### config.mk
export PLATFORM = sky130hd
export DESIGN_NAME = i2cx_status_ext
export DESIGN_NICKNAME = d
export VERILOG_FILES = /design/src/include/i2cx_pkg.sv /design/src/hdl/i2cx_status_ext.sv
export SDC_FILE = /design/constraint.sdc
export NUM_CORES = 1
export LEC_CHECK = 0
export BUFFER_PORTS_ARGS = -buffer_cell sky130_fd_sc_hd__buf_2
export CAP_MARGIN = 20
export CORE_MARGIN = 4
export CORE_UTILIZATION = 39
export DETAILED_ROUTE_END_ITERATION = 16
export PLACE_DENSITY = 0.82
export SYNTH_ARGS = -nofsm -noshare
export SYNTH_HDL_FRONTEND = slang
export SYNTH_SLANG_ARGS = --single-unit
### constraint.sdc
create_clock -name clk_i -period 2.9 [get_ports clk_i]
set_input_delay 0.87 -clock clk_i [delete_from_list [all_inputs] [get_ports clk_i]]
set_output_delay 0.87 -clock clk_i [all_outputs]
set_load 0.03 [all_outputs]
### src/include/i2cx_pkg.sv
// i2cx_pkg: register map, field positions and reset values
// assumes a 32-bit register port with byte offsets
package i2cx_pkg;

  localparam int unsigned ADDR_W = 8;
  localparam int unsigned DATA_W = 32;

  // register byte offsets
  localparam logic [ADDR_W-1:0] OFS_IRQ_ENABLE = 8'h04;
  localparam logic [ADDR_W-1:0] OFS_STATUS     = 8'h08;
  localparam logic [ADDR_W-1:0] OFS_IRQ_SOURCE = 8'h28;
  localparam logic [ADDR_W-1:0] OFS_EXT_MODE   = 8'h2C;
  localparam logic [ADDR_W-1:0] OFS_PIN_FUNC   = 8'h48;

  // field positions
  localparam int unsigned BIT_STOP_DET  = 5;
  localparam int unsigned BIT_SLAVE_TX  = 14;
  localparam int unsigned BIT_STOP_EN   = 5;
  localparam int unsigned BIT_TX_MODE   = 0;
  localparam int unsigned BIT_GPIO_SEL  = 0;
  localparam int unsigned CODE_W        = 3;

  // interrupt source codes: none, and the one reported for a detected stop
  localparam logic [CODE_W-1:0] CODE_NONE = 3'h0;
  localparam logic [CODE_W-1:0] CODE_STOP = 3'h6;

  // reset values
  localparam logic RST_TX_MODE  = 1'h1;
  localparam logic RST_GPIO_SEL = 1'h0;
  localparam logic RST_STOP_EN  = 1'h0;
  localparam logic RST_FLAG     = 1'h0;

  localparam logic [DATA_W-1:0] ZERO_WORD = 32'h0000_0000;

endpackage

### src/hdl/i2cx_status_ext.sv
// i2cx_status_ext: status flags, transmit-ready mode and pin function
// select added beside a two-wire bus controller core.
// assumes the core runs on clk_i and pins are asynchronous to it.
`timescale 1ns/10ps

module i2cx_status_ext
  import i2cx_pkg::*;
(
  input  wire logic                        clk_i,
  input  wire logic                        rst_b_i,
  input  wire logic [i2cx_pkg::ADDR_W-1:0] addr_i,
  input  wire logic [i2cx_pkg::DATA_W-1:0] wr_data_i,
  input  wire logic                        wr_en_i,
  input  wire logic                        rd_en_i,
  output logic      [i2cx_pkg::DATA_W-1:0] rd_data_o,
  input  wire logic                        sda_i,
  input  wire logic                        scl_i,
  input  wire logic                        slave_tx_role_i,
  input  wire logic                        loopback_i,
  input  wire logic                        slave_addr_rd_i,
  input  wire logic                        on_master_ack_i,
  input  wire logic                        on_holding_copy_i,
  input  wire logic                        core_sda_low_i,
  input  wire logic                        core_scl_low_i,
  input  wire logic                        gpio_sda_dir_i,
  input  wire logic                        gpio_scl_dir_i,
  input  wire logic                        gpio_sda_out_i,
  input  wire logic                        gpio_scl_out_i,
  output logic                             sda_o,
  output logic                             sda_oe_o,
  output logic                             scl_o,
  output logic                             scl_oe_o,
  output logic                             tx_ready_o,
  output logic                             stop_irq_o,
  output logic                             pin_gpio_select_o,
  output logic                             tx_ready_mode_select_o
);
  import i2cx_pkg::*;

  logic [1:0]        sda_sync_r;
  logic [1:0]        scl_sync_r;
  logic              sda_prev_r;
  logic              scl_prev_r;
  logic              start_seen;
  logic              stop_seen;
  logic              slave_tx_direction_flag_r;
  logic              slave_tx_direction_nxt;
  logic              stop_detected_flag_r;
  logic              stop_detected_nxt;
  logic              stop_irq_enable_r;
  logic              tx_ready_mode_select_r;
  logic              pin_gpio_select_r;
  logic              wr_status;
  logic              rd_source;
  logic [CODE_W-1:0] interrupt_code_field;
  logic              tx_ready_nxt;
  logic [DATA_W-1:0] rd_nxt;

  // pins: two flops, then one more stage for edge finding
  always_ff @(posedge clk_i or negedge rst_b_i) begin
    if (!rst_b_i) begin
      sda_sync_r <= 2'h3;
      scl_sync_r <= 2'h3;
      sda_prev_r <= 1'h1;
      scl_prev_r <= 1'h1;
    end else begin
      sda_sync_r <= {sda_sync_r[0], sda_i};
      scl_sync_r <= {scl_sync_r[0], scl_i};
      sda_prev_r <= sda_sync_r[1];
      scl_prev_r <= scl_sync_r[1];
    end
  end

  // sda edge while scl stays high
  assign start_seen = scl_sync_r[1] && scl_prev_r && sda_prev_r
                      && !sda_sync_r[1];
  assign stop_seen  = scl_sync_r[1] && scl_prev_r && !sda_prev_r
                      && sda_sync_r[1];

  assign wr_status = wr_en_i && (addr_i == OFS_STATUS);
  assign rd_source = rd_en_i && (addr_i == OFS_IRQ_SOURCE);

  assign interrupt_code_field = (stop_detected_flag_r && stop_irq_enable_r)
                                ? CODE_STOP : CODE_NONE;

  // slave-transmit direction flag
  always_comb begin
    slave_tx_direction_nxt = slave_tx_direction_flag_r;
    if (start_seen || stop_seen) begin
      slave_tx_direction_nxt = 1'b0;
    end
    if (wr_status && wr_data_i[BIT_SLAVE_TX]) begin
      slave_tx_direction_nxt = 1'b0;
    end
    if (!slave_tx_role_i) begin
      slave_tx_direction_nxt = 1'b0;
    end
    if (slave_addr_rd_i) begin
      slave_tx_direction_nxt = 1'b1;
    end
    if (loopback_i) begin
      slave_tx_direction_nxt = 1'b0;
    end
  end

  always_ff @(posedge clk_i or negedge rst_b_i) begin
    if (!rst_b_i) begin
      slave_tx_direction_flag_r <= RST_FLAG;
    end else begin
      slave_tx_direction_flag_r <= slave_tx_direction_nxt;
    end
  end

  // stop-detected flag
  always_comb begin
    stop_detected_nxt = stop_detected_flag_r;
    if (wr_status && wr_data_i[BIT_STOP_DET]) begin
      stop_detected_nxt = 1'b0;
    end
    if (rd_source && (interrupt_code_field == CODE_STOP)) begin
      stop_detected_nxt = 1'b0;
    end
    if (stop_seen) begin
      stop_detected_nxt = 1'b1;
    end
  end

  always_ff @(posedge clk_i or negedge rst_b_i) begin
    if (!rst_b_i) begin
      stop_detected_flag_r <= RST_FLAG;
    end else begin
      stop_detected_flag_r <= stop_detected_nxt;
    end
  end

  // software-written control bits
  always_ff @(posedge clk_i or negedge rst_b_i) begin
    if (!rst_b_i) begin
      stop_irq_enable_r      <= RST_STOP_EN;
      tx_ready_mode_select_r <= RST_TX_MODE;
      pin_gpio_select_r      <= RST_GPIO_SEL;
    end else if (wr_en_i) begin
      if (addr_i == OFS_IRQ_ENABLE) begin
        stop_irq_enable_r <= wr_data_i[BIT_STOP_EN];
      end
      if (addr_i == OFS_EXT_MODE) begin
        tx_ready_mode_select_r <= wr_data_i[BIT_TX_MODE];
      end
      if (addr_i == OFS_PIN_FUNC) begin
        pin_gpio_select_r <= wr_data_i[BIT_GPIO_SEL];
      end
    end
  end

  // transmit data ready event
  always_comb begin
    tx_ready_nxt = on_holding_copy_i;
    if (slave_tx_role_i && !tx_ready_mode_select_r) begin
      tx_ready_nxt = slave_addr_rd_i || on_master_ack_i;
    end else if (slave_tx_role_i) begin
      tx_ready_nxt = on_holding_copy_i;
    end else begin
      tx_ready_nxt = on_holding_copy_i;
    end
  end

  always_ff @(posedge clk_i or negedge rst_b_i) begin
    if (!rst_b_i) begin
      tx_ready_o <= 1'b0;
      stop_irq_o <= 1'b0;
    end else begin
      tx_ready_o <= tx_ready_nxt;
      stop_irq_o <= stop_detected_nxt && stop_irq_enable_r;
    end
  end

  // read mux; unmapped and idle cycles return zero
  always_comb begin
    rd_nxt = ZERO_WORD;
    if (rd_en_i) begin
      case (addr_i)
        OFS_IRQ_ENABLE: rd_nxt[BIT_STOP_EN] = stop_irq_enable_r;
        OFS_STATUS: begin
          rd_nxt[BIT_SLAVE_TX] = slave_tx_direction_flag_r;
          rd_nxt[BIT_STOP_DET] = stop_detected_flag_r;
        end
        OFS_IRQ_SOURCE: rd_nxt[CODE_W-1:0] = interrupt_code_field;
        OFS_EXT_MODE: begin
          rd_nxt[BIT_TX_MODE] = tx_ready_mode_select_r;
        end
        OFS_PIN_FUNC: begin
          rd_nxt[BIT_GPIO_SEL] = pin_gpio_select_r;
        end
        default: rd_nxt = ZERO_WORD;
      endcase
    end
  end

  always_ff @(posedge clk_i or negedge rst_b_i) begin
    if (!rst_b_i) begin
      rd_data_o <= ZERO_WORD;
    end else begin
      rd_data_o <= rd_nxt;
    end
  end

  // pin ownership: open-drain bus use or gpio push-pull
  always_ff @(posedge clk_i or negedge rst_b_i) begin
    if (!rst_b_i) begin
      sda_o    <= 1'b0;
      sda_oe_o <= 1'b0;
      scl_o    <= 1'b0;
      scl_oe_o <= 1'b0;
    end else if (pin_gpio_select_r) begin
      sda_o    <= gpio_sda_out_i;
      sda_oe_o <= gpio_sda_dir_i;
      scl_o    <= gpio_scl_out_i;
      scl_oe_o <= gpio_scl_dir_i;
    end else begin
      sda_o    <= 1'b0;
      sda_oe_o <= core_sda_low_i;
      scl_o    <= 1'b0;
      scl_oe_o <= core_scl_low_i;
    end
  end

  always_ff @(posedge clk_i or negedge rst_b_i) begin
    if (!rst_b_i) begin
      pin_gpio_select_o      <= RST_GPIO_SEL;
      tx_ready_mode_select_o <= RST_TX_MODE;
    end else begin
      pin_gpio_select_o      <= pin_gpio_select_r;
      tx_ready_mode_select_o <= tx_ready_mode_select_r;
    end
  end

endmodule // i2cx_status_ext

==> results of run 1 <==
==> through the flow <==
stage | power, mW | utilization, %
global placement | 0.462 | 45.4
global route | 0.642 | 46.4
floorplan | 0.452 | -
CTS | 0.617 | 46.4
detailed placement | 0.466 | 45.4
finish | 0.610 | 46.4
==> final timing paths <==
check                                                  from                                     to  cells past startpoint
max                        tx_ready_mode_select_o$_DFF_PN1_                 tx_ready_mode_select_o                      1
min                                 sda_sync_r[0]$_DFF_PN1_                sda_sync_r[1]$_DFF_PN1_                      0
max reg2reg                         sda_sync_r[1]$_DFF_PN1_  slave_tx_direction_flag_r$_DFFE_PN0P_                      3
min reg2reg                         sda_sync_r[0]$_DFF_PN1_                sda_sync_r[1]$_DFF_PN1_                      0
max in group asynchronous                           rst_b_i                   scl_prev_r$_DFF_PN1_                      1
min in group asynchronous                           rst_b_i                   stop_irq_o$_DFF_PN0_                      1
==> cell usage in the layout (no fill, tap or decap), types with 2 or more instances in the layout <==
| master | count |
|---|---|
| a21boi_1 | 2 |
| and2_1 | 4 |
| and4_1 | 2 |
| buf_2 | 40 |
| clkbuf_4 | 3 |
| conb_1 | 27 |
| dfrtp_1 | 15 |
| dfstp_2 | 8 |
| mux2_1 | 3 |
| mux2_2 | 2 |
| nand2_1 | 2 |
| nand2b_1 | 2 |
| nand3_1 | 3 |
| nand4_1 | 7 |
==> Yosys cell counts (all sizes together) <==
cell | n | area [um2]
buf | 28 | 210
dfrtp | 15 | 375
dfstp | 8 | 210
nand4 | 7 | 43.8
mux2 | 5 | 56.3
and2 | 4 | 25.0
and4 | 3 | 27.5
nand3 | 3 | 15.0
nor4b | 3 | 47.5
a21boi | 2 | 15.0
nand2 | 2 | 7.51
nand2b | 2 | 12.5
a22o | 1 | 8.76
a311oi | 1 | 8.76
and3 | 1 | 6.26
conb | 1 | 3.75
inv | 1 | 3.75
nand4b | 1 | 8.76
nor2 | 1 | 3.75
nor3 | 1 | 5.00
nor3b | 1 | 7.51
nor4 | 1 | 21.3
o21ai | 1 | 5.00
xor2 | 1 | 8.76
==> worst reg2reg max path, delay by kind of cell (launching register included) <==
kind,cells,cell delay [ps]
DFF,1,580
AOI/OAI and AO/OA,2,470
xor gates and xnor gates,1,60
==> logic make-up after synthesis <==
group,Yosys count,synth area share (%)
buffers and inverters,29,18.8
multiplexers,5,4.95
flip-flops,23,51.5
AND/OR/NAND/NOR,30,20.4
XOR/XNOR,1,0.770
AO/OA/AOI/OAI,5,3.30
other,1,0.330
==> layout make-up <==
cell class	count	area, um2	share of cell area (%)
timing repair buffer	40	200	15.5
inverter	1	3.75	0.291
tap	31	38.8	3.00
clock inverter	1	5.00	0.388
multi-input combinational	68	435	33.7
sequential	23	586	45.3
clock buffer	3	22.5	1.74
==> power by group <==
| part | switching (mW) | leakage [nW] | total [mW] | internal (mW) |
|---|---|---|---|---|
| Sequential | 0.00737 | 0.279 | 0.346 | 0.339 |
| Combinational | 0.0851 | 0.360 | 0.114 | 0.0286 |
| Clock | 0.0986 | 0.0177 | 0.150 | 0.0516 |
| Total | 0.191 | 0.657 | 0.610 | 0.419 |
==> routing by layer <==
metal  wire (um)  vias up  part of all wire (%)
met5           0        -                     0
met4          23        0                   1.1
met3         213        2                    10
met2        1140       34                    54
met1         726      378                    34
li1            -      366                     -
==> state kept, by name, indices dropped and copies added, names as in the netlist <==
register                   count
pin_gpio_select_r              1
tx_ready_o                     1
sda_sync_r                     2
stop_irq_enable_r              1
stop_irq_o                     1
pin_gpio_select_o              1
tx_ready_mode_select_o         1
scl_oe_o                       1
stop_detected_flag_r           1
scl_sync_r                     2
scl_o                          1
sda_o                          1
rd_data_o                      4
sda_oe_o                       1
slave_tx_direction_flag_r      1
tx_ready_mode_select_r         1
scl_prev_r                     1
sda_prev_r                     1
==> summary.md, run 1 <==
| Metric | Value |
|---|---|
| Result of the run | `completed` |
| Critical path arrival | `1030 ps` |
| Worst Setup Start Kind | `flip-flop` |
| YS warnings | `0` |
| Total length of routed wires | `2110 um` |
| Pins Over Slew Limit | `0` |
| Worst setup margin | `997 ps` |
| Final #Nets | `194` |
| Avg Cell Area, Syn | `12.1 um2` |
| Placed cell count | `163` |
| Critical Path RT | `2030 ps` |
| Drt wl/cell | `12.6 um` |
| Cell chain of the critical path | `buf_2` |
| Avg Vias per Cell | `4.67` |
| Worst-path cell with the longest stage delay | `dfstp_2` |
| Final Hold Violating Endpoints | `0` |
| Diode count | `0` |
| Cell area after layout | `0.00129 mm2` |
| HP Class | `flip-flop to flip-flop` |
| Setup TNS | `0 ps` |
| Unrepaired setup endpoints after global routing | `no` |
| Core region area | `0.00278 mm2` |
| Fin crit period | `1900 ps` |
| Num rows | `19` |
| Endpoints failing setup | `0` |
| Synthesized cell area | `0.00114 mm2` |
| Initial antenna violation count | `0` |
| Largest net degree at the start of global routing | `24` |
| DRC | `0` |
| Met2 usage | `20.4%` |
| Post-place setup slack | `845 ps` |
| Full die area | `0.00384 mm2` |
| Post-Synthesis Cells | `94` |
| Area grow syn2layout | `13.5%` |
| Peak supply drop | `0.256 mV` |
| Max-cap viol count | `0` |
| CP delay by family, top | `flip-flops` |
| Die height | `62 um` |
| Period Utilization, post-route | `65.6%` |
| Sequential area share after synthesis | `51.5%` |
| CTS tree | `built` |
| Worst-case clock buffer depth | `2` |
| Unique masters post-synth | `28` |
| Fmax | `0.525 GHz` |
| Vias | `780` |
| DRT Pass-1 Iters | `4` |
| Filler cell count | `262` |
| Die X | `62 um` |
| Hold Buf Count CTS | `0` |
| Clk Latency, worst-skew pair | `320 ps` |
| Fin Clk Skew | `9.08 ps` |
| # H-tree levels | `1` |
| Post-CTS Setup Repair Bufs | `0` |
| Clock tree root driver cell | `clkbuf_4` |
| Remaining antenna violation count | `0` |
| R2R Setup Slk | `1730 ps` |
| Vias in the first global route | `733` |
| First-pass GRT wire length | `3140 um` |
| Number of clock sinks | `23` |
| Share of cells above drive strength 1 | `42.6%` |
| Num CTS Buffers | `3` |
| Clk slew on worst S/H paths | `130 ps` |
| Busiest layer in global routing | `met2` |
| CP Class | `flip-flop to output pin` |
| CP endpoint kind | `output pin` |
| Starting Density | `40.9%` |
| Post-detail-place hpwl | `1750 um` |
| GRT met1 Usage | `12.2%` |
| CP peak stage delay | `530 ps` |
| Cts repair resizes | `0` |
| I/O Buffers | `40` |
| Hold_ws | `352 ps` |
| PD cells | `472 mW/mm2` |
| Total global routing overflow | `0` |
| Placed cell area | `0.00126 mm2` |
| I/O pin count | `97` |
| Peak fanout along the critical path | `1` |
| WP buf/inv | `1` |
| GR Util met3 | `3.51%` |
| DRT iter0 DRCs | `4` |
| Seq cells post-synth | `23` |
| Post-route non-filler standard cell count | `167` |
| GPL Wtd Cong | `0.794` |
| Total track usage | `11.3%` |
| Leak pwr | `0.657 nW` |
Note: power is estimated with default switching activity, not from simulation.
==> run 2: changes to the inputs <==
--- a/config.mk
+++ b/config.mk
@@ -8,9 +8,9 @@
 export BUFFER_PORTS_ARGS = -buffer_cell sky130_fd_sc_hd__buf_2
 export CAP_MARGIN = 20
 export CORE_MARGIN = 4
-export CORE_UTILIZATION = 39
+export CORE_UTILIZATION = 34
 export DETAILED_ROUTE_END_ITERATION = 16
-export PLACE_DENSITY = 0.82
+export PLACE_DENSITY = 0.76
 export SYNTH_ARGS = -nofsm -noshare
 export SYNTH_HDL_FRONTEND = slang
 export SYNTH_SLANG_ARGS = --single-unit
==> constraint.sdc (replaced) <==
create_clock -name clk_i -period 1.7 [get_ports clk_i]
set_input_delay 0.51 -clock clk_i [delete_from_list [all_inputs] [get_ports clk_i]]
set_output_delay 0.51 -clock clk_i [all_outputs]
set_load 0.03 [all_outputs]
==> run 2 against run 1 <==
- sequential share of layout area fell by 1.9 points
- combinational power up 75%
- via count is 3.5% higher
- die area increased by 13%
- total power grew 71%
- critical endpoint unchanged
==> summary.md, run 2 (synthesis results as in run 1) <==
| Metric | Value |
|---|---|
| Vias in the first global route | `833 (+14%)` |
| Result of the run | `completed` |
| Most common cell after layout, fill and taps aside | `buf_2` |
| Peak fanout along the critical path | `1 (unchanged)` |
| PD cells | `776 mW/mm2 (+64%)` |
| Worst Setup Start Kind | `flip-flop` |
| CP endpoint kind | `output pin` |
| Drt wl/cell | `11.9 um (-5.9%)` |
| Largest registers | `rd_data_o x4, scl_sync_r x2, sda_sync_r x2` |
| # H-tree levels | `1 (unchanged)` |
| Number of clock sinks | `23 (unchanged)` |
| Total length of routed wires | `2200 um (+4.3%)` |
| Final core utilization | `43.1% (-3.3 points)` |
| Clk Latency, worst-skew pair | `320 ps (about the same)` |
| Worst-case clock buffer depth | `2 (unchanged)` |
| First-pass GRT wire length | `3430 um (+9.2%)` |
| Share of cells above drive strength 1 | `44.7% (+2.0 points)` |
| Clk slew on worst S/H paths | `140 ps (about the same)` |
| Setup TNS | `0 ps (unchanged)` |
| Commonest non-fill, non-tap cells in the layout | `40 x buf_2, 27 x conb_1, 15 x dfrtp_1` |
| I/O Buffers | `40 (unchanged)` |
| WP buf/inv | `1 (unchanged)` |
| Cts repair resizes | `0 (unchanged)` |
| CTS tree | `built` |
| Starting Density | `36.4% (-4.5 points)` |
| Worst-path cell with the longest stage delay | `dfstp_2` |
| Vias | `807 (+3.5%)` |
| Fmax | `0.647 GHz` |
| HP Class | `input pin to asynchronous set/reset pin` |
| Avg Vias per Cell | `4.36 (-6.6%)` |
| DRT Pass-1 Iters | `4 (unchanged)` |
| Clock tree root driver cell | `clkbuf_4` |
| Placed cell count | `181 (+11%)` |
| Pins Over Slew Limit | `0 (unchanged)` |
| Final Hold Violating Endpoints | `0 (unchanged)` |
| Diode count | `0 (unchanged)` |
| Max-cap viol count | `0 (unchanged)` |
| Core region area | `0.00313 mm2 (+12%)` |
| DRT iter0 DRCs | `13 (+9)` |
| Initial antenna violation count | `0 (unchanged)` |
| Endpoints failing setup | `0 (unchanged)` |
| Largest net degree at the start of global routing | `24 (unchanged)` |
| Post-detail-place hpwl | `1880 um (+7.5%)` |
| Critical Path RT | `1190 ps (-840 ps)` |
| Remaining antenna violation count | `0 (unchanged)` |
| CP Class | `flip-flop to output pin` |
| GPL Wtd Cong | `0.667 (-16%)` |
| Num CTS Buffers | `3 (unchanged)` |
| Max reg flops | `4 (unchanged)` |
| Total track usage | `10.3% (-0.99 points)` |
| Full die area | `0.00433 mm2 (+13%)` |
| Post-CTS Setup Repair Bufs | `0 (unchanged)` |
| I/O pin count | `97 (unchanged)` |
| Die X | `65.8 um (+6.2%)` |
| DRC | `0 (unchanged)` |
| Total global routing overflow | `0 (unchanged)` |
| Die height | `65.8 um (+6.2%)` |
| Hold_ws | `128 ps (-225 ps)` |
| CP peak stage delay | `540 ps (about the same)` |
| Peak supply drop | `0.646 mV (+150%)` |
| Cell area after layout | `0.00135 mm2 (+4.4%)` |
| Leak pwr | `0.680 nW (+3.4%)` |
| CP delay by family, top | `flip-flops` |
| Critical path arrival | `1030 ps (about the same)` |
| Cell chain of the critical path | `buf_2` |
| Largest Register | `rd_data_o` |
| Area grow syn2layout | `18.5%` |
| Placed cell area | `0.00132 mm2 (+4.3%)` |
| Final #Nets | `199 (+2.6%)` |
| Post-route non-filler standard cell count | `185 (+11%)` |
| Fin Clk Skew | `15.7 ps (+6.64 ps)` |
| Period Utilization, post-route | `90.9%` |
| Fin crit period | `1540 ps` |
| Unrepaired setup endpoints after global routing | `no` |
| Hold Buf Count CTS | `0 (unchanged)` |
| Num rows | `20 (+1)` |
==> run 2: changes by cell type in the layout (fill, tap and decap cells not counted) <==
cell	delta
buf_4	+5
clkinvlp_4	+1
clkinv_2	-1
==> run 2: area by class of cell <==
| type | instances | area (um2) |
|---|---|---|
| clock buffer | 3 | 22.5 |
| clock inverter | 1 | 7.51 |
| sequential | 23 | 586 |
| timing repair buffer | 45 | 238 |
| multi-input combinational | 68 | 435 |
| tap | 44 | 55.1 |
| inverter | 1 | 3.75 |
| fill | 316 | 1780 |
==> run 2: per-layer routing <==
layer	GRT usage (%)	part of all wire (%)
met4	2.33	0.46
met3	5.61	14
met2	18.3	51
met5	0	0
met1	10.6	35
==> run 2: final timing paths <==
path,cells past startpoint,to,from,slack [ps]
setup / recovery,1,tx_ready_mode_select_o,tx_ready_mode_select_o$_DFF_PN1_,160
hold / removal,1,scl_o$_DFF_PN0_,rst_b_i,130
setup reg to reg,3,stop_irq_o$_DFF_PN0_,sda_prev_r$_DFF_PN1_,550
hold reg to reg,0,sda_sync_r[1]$_DFF_PN1_,sda_sync_r[0]$_DFF_PN1_,370
max in group asynchronous,1,scl_prev_r$_DFF_PN1_,rst_b_i,1200
min in group clk_i,1,sda_sync_r[0]$_DFF_PN1_,sda_i,270
==> run 2: stage by stage <==
step           power (mW)  setup slack (ps)
6_report             1.05               155
5_1_grt              1.10               107
4_1_cts              1.06               142
3_5_place_dp        0.801             -17.8
3_3_place_gp        0.795              43.3
2_1_floorplan       0.771               238
==> run 2: worst register-to-register path, delay by kind of cell (launching register included) <==
kind / cells / cell delay, ps
AND/OR/NAND/NOR: 3 / 490
flip-flops: 1 / 560
==> run 2: power breakdown <==
group / total (mW) / internal [mW] / switching (mW)
sequential: 0.590 / 0.578 / 0.0126
clock: 0.256 / 0.0898 / 0.166
combinational: 0.200 / 0.0532 / 0.147
==> run 3: changes to the inputs <==
--- a/config.mk
+++ b/config.mk
@@ -11,6 +11,7 @@
 export CORE_UTILIZATION = 34
 export DETAILED_ROUTE_END_ITERATION = 16
 export PLACE_DENSITY = 0.76
+export REMOVE_ABC_BUFFERS = 1
 export SYNTH_ARGS = -nofsm -noshare
 export SYNTH_HDL_FRONTEND = slang
 export SYNTH_SLANG_ARGS = --single-unit
==> run 3 against run 2 <==
- clock power is 2% higher
- fmax grew 0.43%
- first-iteration DRC count decreased by 92%
- largest power group unchanged
- largest cell class unchanged
- highest routed layer unchanged
- utilization decreased by 0.48 points
- final area down 1.1%
- total power rose by 0.42%
- final cell count decreased by 1.1%
- worst hold slack improved by 16 ps
==> summary.md, run 3 (synthesis results as in run 1) <==
| Metric | Value |
|---|---|
| Cts repair resizes | `0 (unchanged)` |
| Critical path arrival | `1030 ps (about the same)` |
| I/O pin count | `97 (unchanged)` |
| Total length of routed wires | `2290 um (+4.2%)` |
| HP Class | `input pin to asynchronous set/reset pin` |
| CP delay by family, top | `flip-flops` |
| WP buf/inv | `1 (unchanged)` |
| Num CTS Buffers | `3 (unchanged)` |
| Fin crit period | `1540 ps (-6.59 ps)` |
| Diode count | `0 (unchanged)` |
| Hold Buf Count CTS | `0 (unchanged)` |
| # H-tree levels | `1 (unchanged)` |
| PD cells | `788 mW/mm2 (+1.6%)` |
| Filler cell count | `292 (-7.6%)` |
| Peak fanout along the critical path | `1 (unchanged)` |
| Hold_ws | `143 ps (+15.7 ps)` |
| Worst slew pin tran | `503 ps` |
| Critical Path RT | `1190 ps (about the same)` |
| Worst-case clock buffer depth | `2 (unchanged)` |
| Commonest non-fill, non-tap cells in the layout | `40 x buf_2, 27 x conb_1, 15 x dfrtp_1` |
| Starting Density | `36.4% (unchanged)` |
| Total track usage | `11.1% (+0.77 points)` |
| Die height | `65.8 um (unchanged)` |
| Rel. slew slack | `66.5%` |
| Setup TNS | `0 ps (unchanged)` |
| Vias | `801 (-0.74%)` |
| Total global routing overflow | `0 (unchanged)` |
| CTS tree | `built` |
| I/O Buffers | `40 (unchanged)` |
| Number of clock sinks | `23 (unchanged)` |
| CP Class | `flip-flop to output pin` |
| Endpoints failing setup | `0 (unchanged)` |
| Worst Setup Start Kind | `flip-flop` |
| Most common cell after layout, fill and taps aside | `buf_2` |
| First-pass GRT wire length | `3730 um (+8.7%)` |
| Clk Latency, worst-skew pair | `310 ps (about the same)` |
| Post-CTS Setup Repair Bufs | `0 (unchanged)` |
| Core region area | `0.00313 mm2 (unchanged)` |
| Initial antenna violation count | `0 (unchanged)` |
| Worst-path cell with the longest stage delay | `dfstp_2` |
| Peak supply drop | `0.392 mV (-39%)` |
| Largest net degree at the start of global routing | `24 (unchanged)` |
| Num rows | `20 (unchanged)` |
| Fmax | `0.650 GHz (+0.43%)` |
| GPL Wtd Cong | `0.752 (+13%)` |
| Fin Clk Skew | `3.66 ps (-12.1 ps)` |
| Full die area | `0.00433 mm2 (unchanged)` |
| Result of the run | `completed` |
| Remaining antenna violation count | `0 (unchanged)` |
| DRC | `0 (unchanged)` |
| Clock tree root driver cell | `clkbuf_4` |
| Max reg flops | `4 (unchanged)` |
| DRT Pass-1 Iters | `3 (-1)` |
| Share of cells above drive strength 1 | `43.9% (-0.80 points)` |
| DRT iter0 DRCs | `1 (-12)` |
| Largest registers | `rd_data_o x4, scl_sync_r x2, sda_sync_r x2` |
| Cell chain of the critical path | `buf_2` |
| Avg Vias per Cell | `4.38 (+0.34%)` |
| Clk slew on worst S/H paths | `130 ps (about the same)` |
| Vias in the first global route | `869 (+4.3%)` |
| CP endpoint kind | `output pin` |
| Largest Register | `rd_data_o` |
| Area grow syn2layout | `17.2%` |
| Leak pwr | `0.669 nW (-1.5%)` |
| CP peak stage delay | `530 ps (about the same)` |
| Die X | `65.8 um (unchanged)` |
| Final Hold Violating Endpoints | `0 (unchanged)` |
| Unrepaired setup endpoints after global routing | `no` |
| Final #Nets | `197 (-1.0%)` |
| Post-detail-place hpwl | `1900 um (+0.94%)` |
| Drt wl/cell | `12.5 um (+5.4%)` |
| Pins Over Slew Limit | `0 (unchanged)` |
| Period Utilization, post-route | `90.5% (-0.39 points)` |
| Max-cap viol count | `0 (unchanged)` |
## run 3: cell types whose count changed in the layout (fill, tap and decap cells not counted)
| cell | delta |
|---|---|
| buf_4 | -2 |
## run 3: final timing paths
| kind | start | end | slack [ps] | cells past startpoint |
|---|---|---|---|---|
| max reg2reg | sda_sync_r[1]$_DFF_PN1_ | slave_tx_direction_flag_r$_DFFE_PN0P_ | 530 | 3 |
| min | rst_b_i | pin_gpio_select_r$_DFFE_PN0P_ | 140 | 1 |
| max in group asynchronous | rst_b_i | tx_ready_mode_select_r$_DFFE_PN1P_ | 1190 | 1 |
| min reg2reg | scl_sync_r[0]$_DFF_PN1_ | scl_sync_r[1]$_DFF_PN1_ | 370 | 0 |
| min in group clk_i | scl_i | scl_sync_r[0]$_DFF_PN1_ | 280 | 1 |
| max | tx_ready_mode_select_o$_DFF_PN1_ | tx_ready_mode_select_o | 160 | 1 |
## run 3: layout make-up
type / instances / area [um2] / share of cell area, %
flip-flops and latches: 23 / 586 / 43.9
multi-input cells: 68 / 435 / 32.7
repair buffers: 43 / 223 / 16.7
well taps: 44 / 55.1 / 4.13
clock buffers: 3 / 22.5 / 1.69
clock inverters: 1 / 7.51 / 0.563
inverters: 1 / 3.75 / 0.282
## run 3: power by group
group	internal (mW)	switching [mW]
Sequential	0.578	0.0129
Combinational	0.0510	0.148
Clock	0.0896	0.171
Total	0.718	0.332
## run 3: per-layer routing
metal	up-vias	part of all wire, %	global-route usage [%]
li1	367	-	-
met1	376	39	14.3
met2	54	48	17.9
met3	4	12	2.55
met4	0	0.92	4.40
met5	-	0	0
## run 3: through the flow
| step | power, mW | instances | setup WS (ps) | instance area (um2) | util, % |
|---|---|---|---|---|---|
| floorplan | 0.723 | 92 | 238 | 1020 | - |
| global placement | 0.793 | 179 | 13.8 | 1300 | 41.6 |
| detailed placement | 0.799 | 179 | 38.8 | 1300 | 41.6 |
| CTS | 1.06 | 183 | 148 | 1330 | 42.6 |
| global route | 1.11 | 183 | 115 | 1330 | 42.6 |
| finish | 1.05 | 183 | 162 | 1330 | 42.6 |
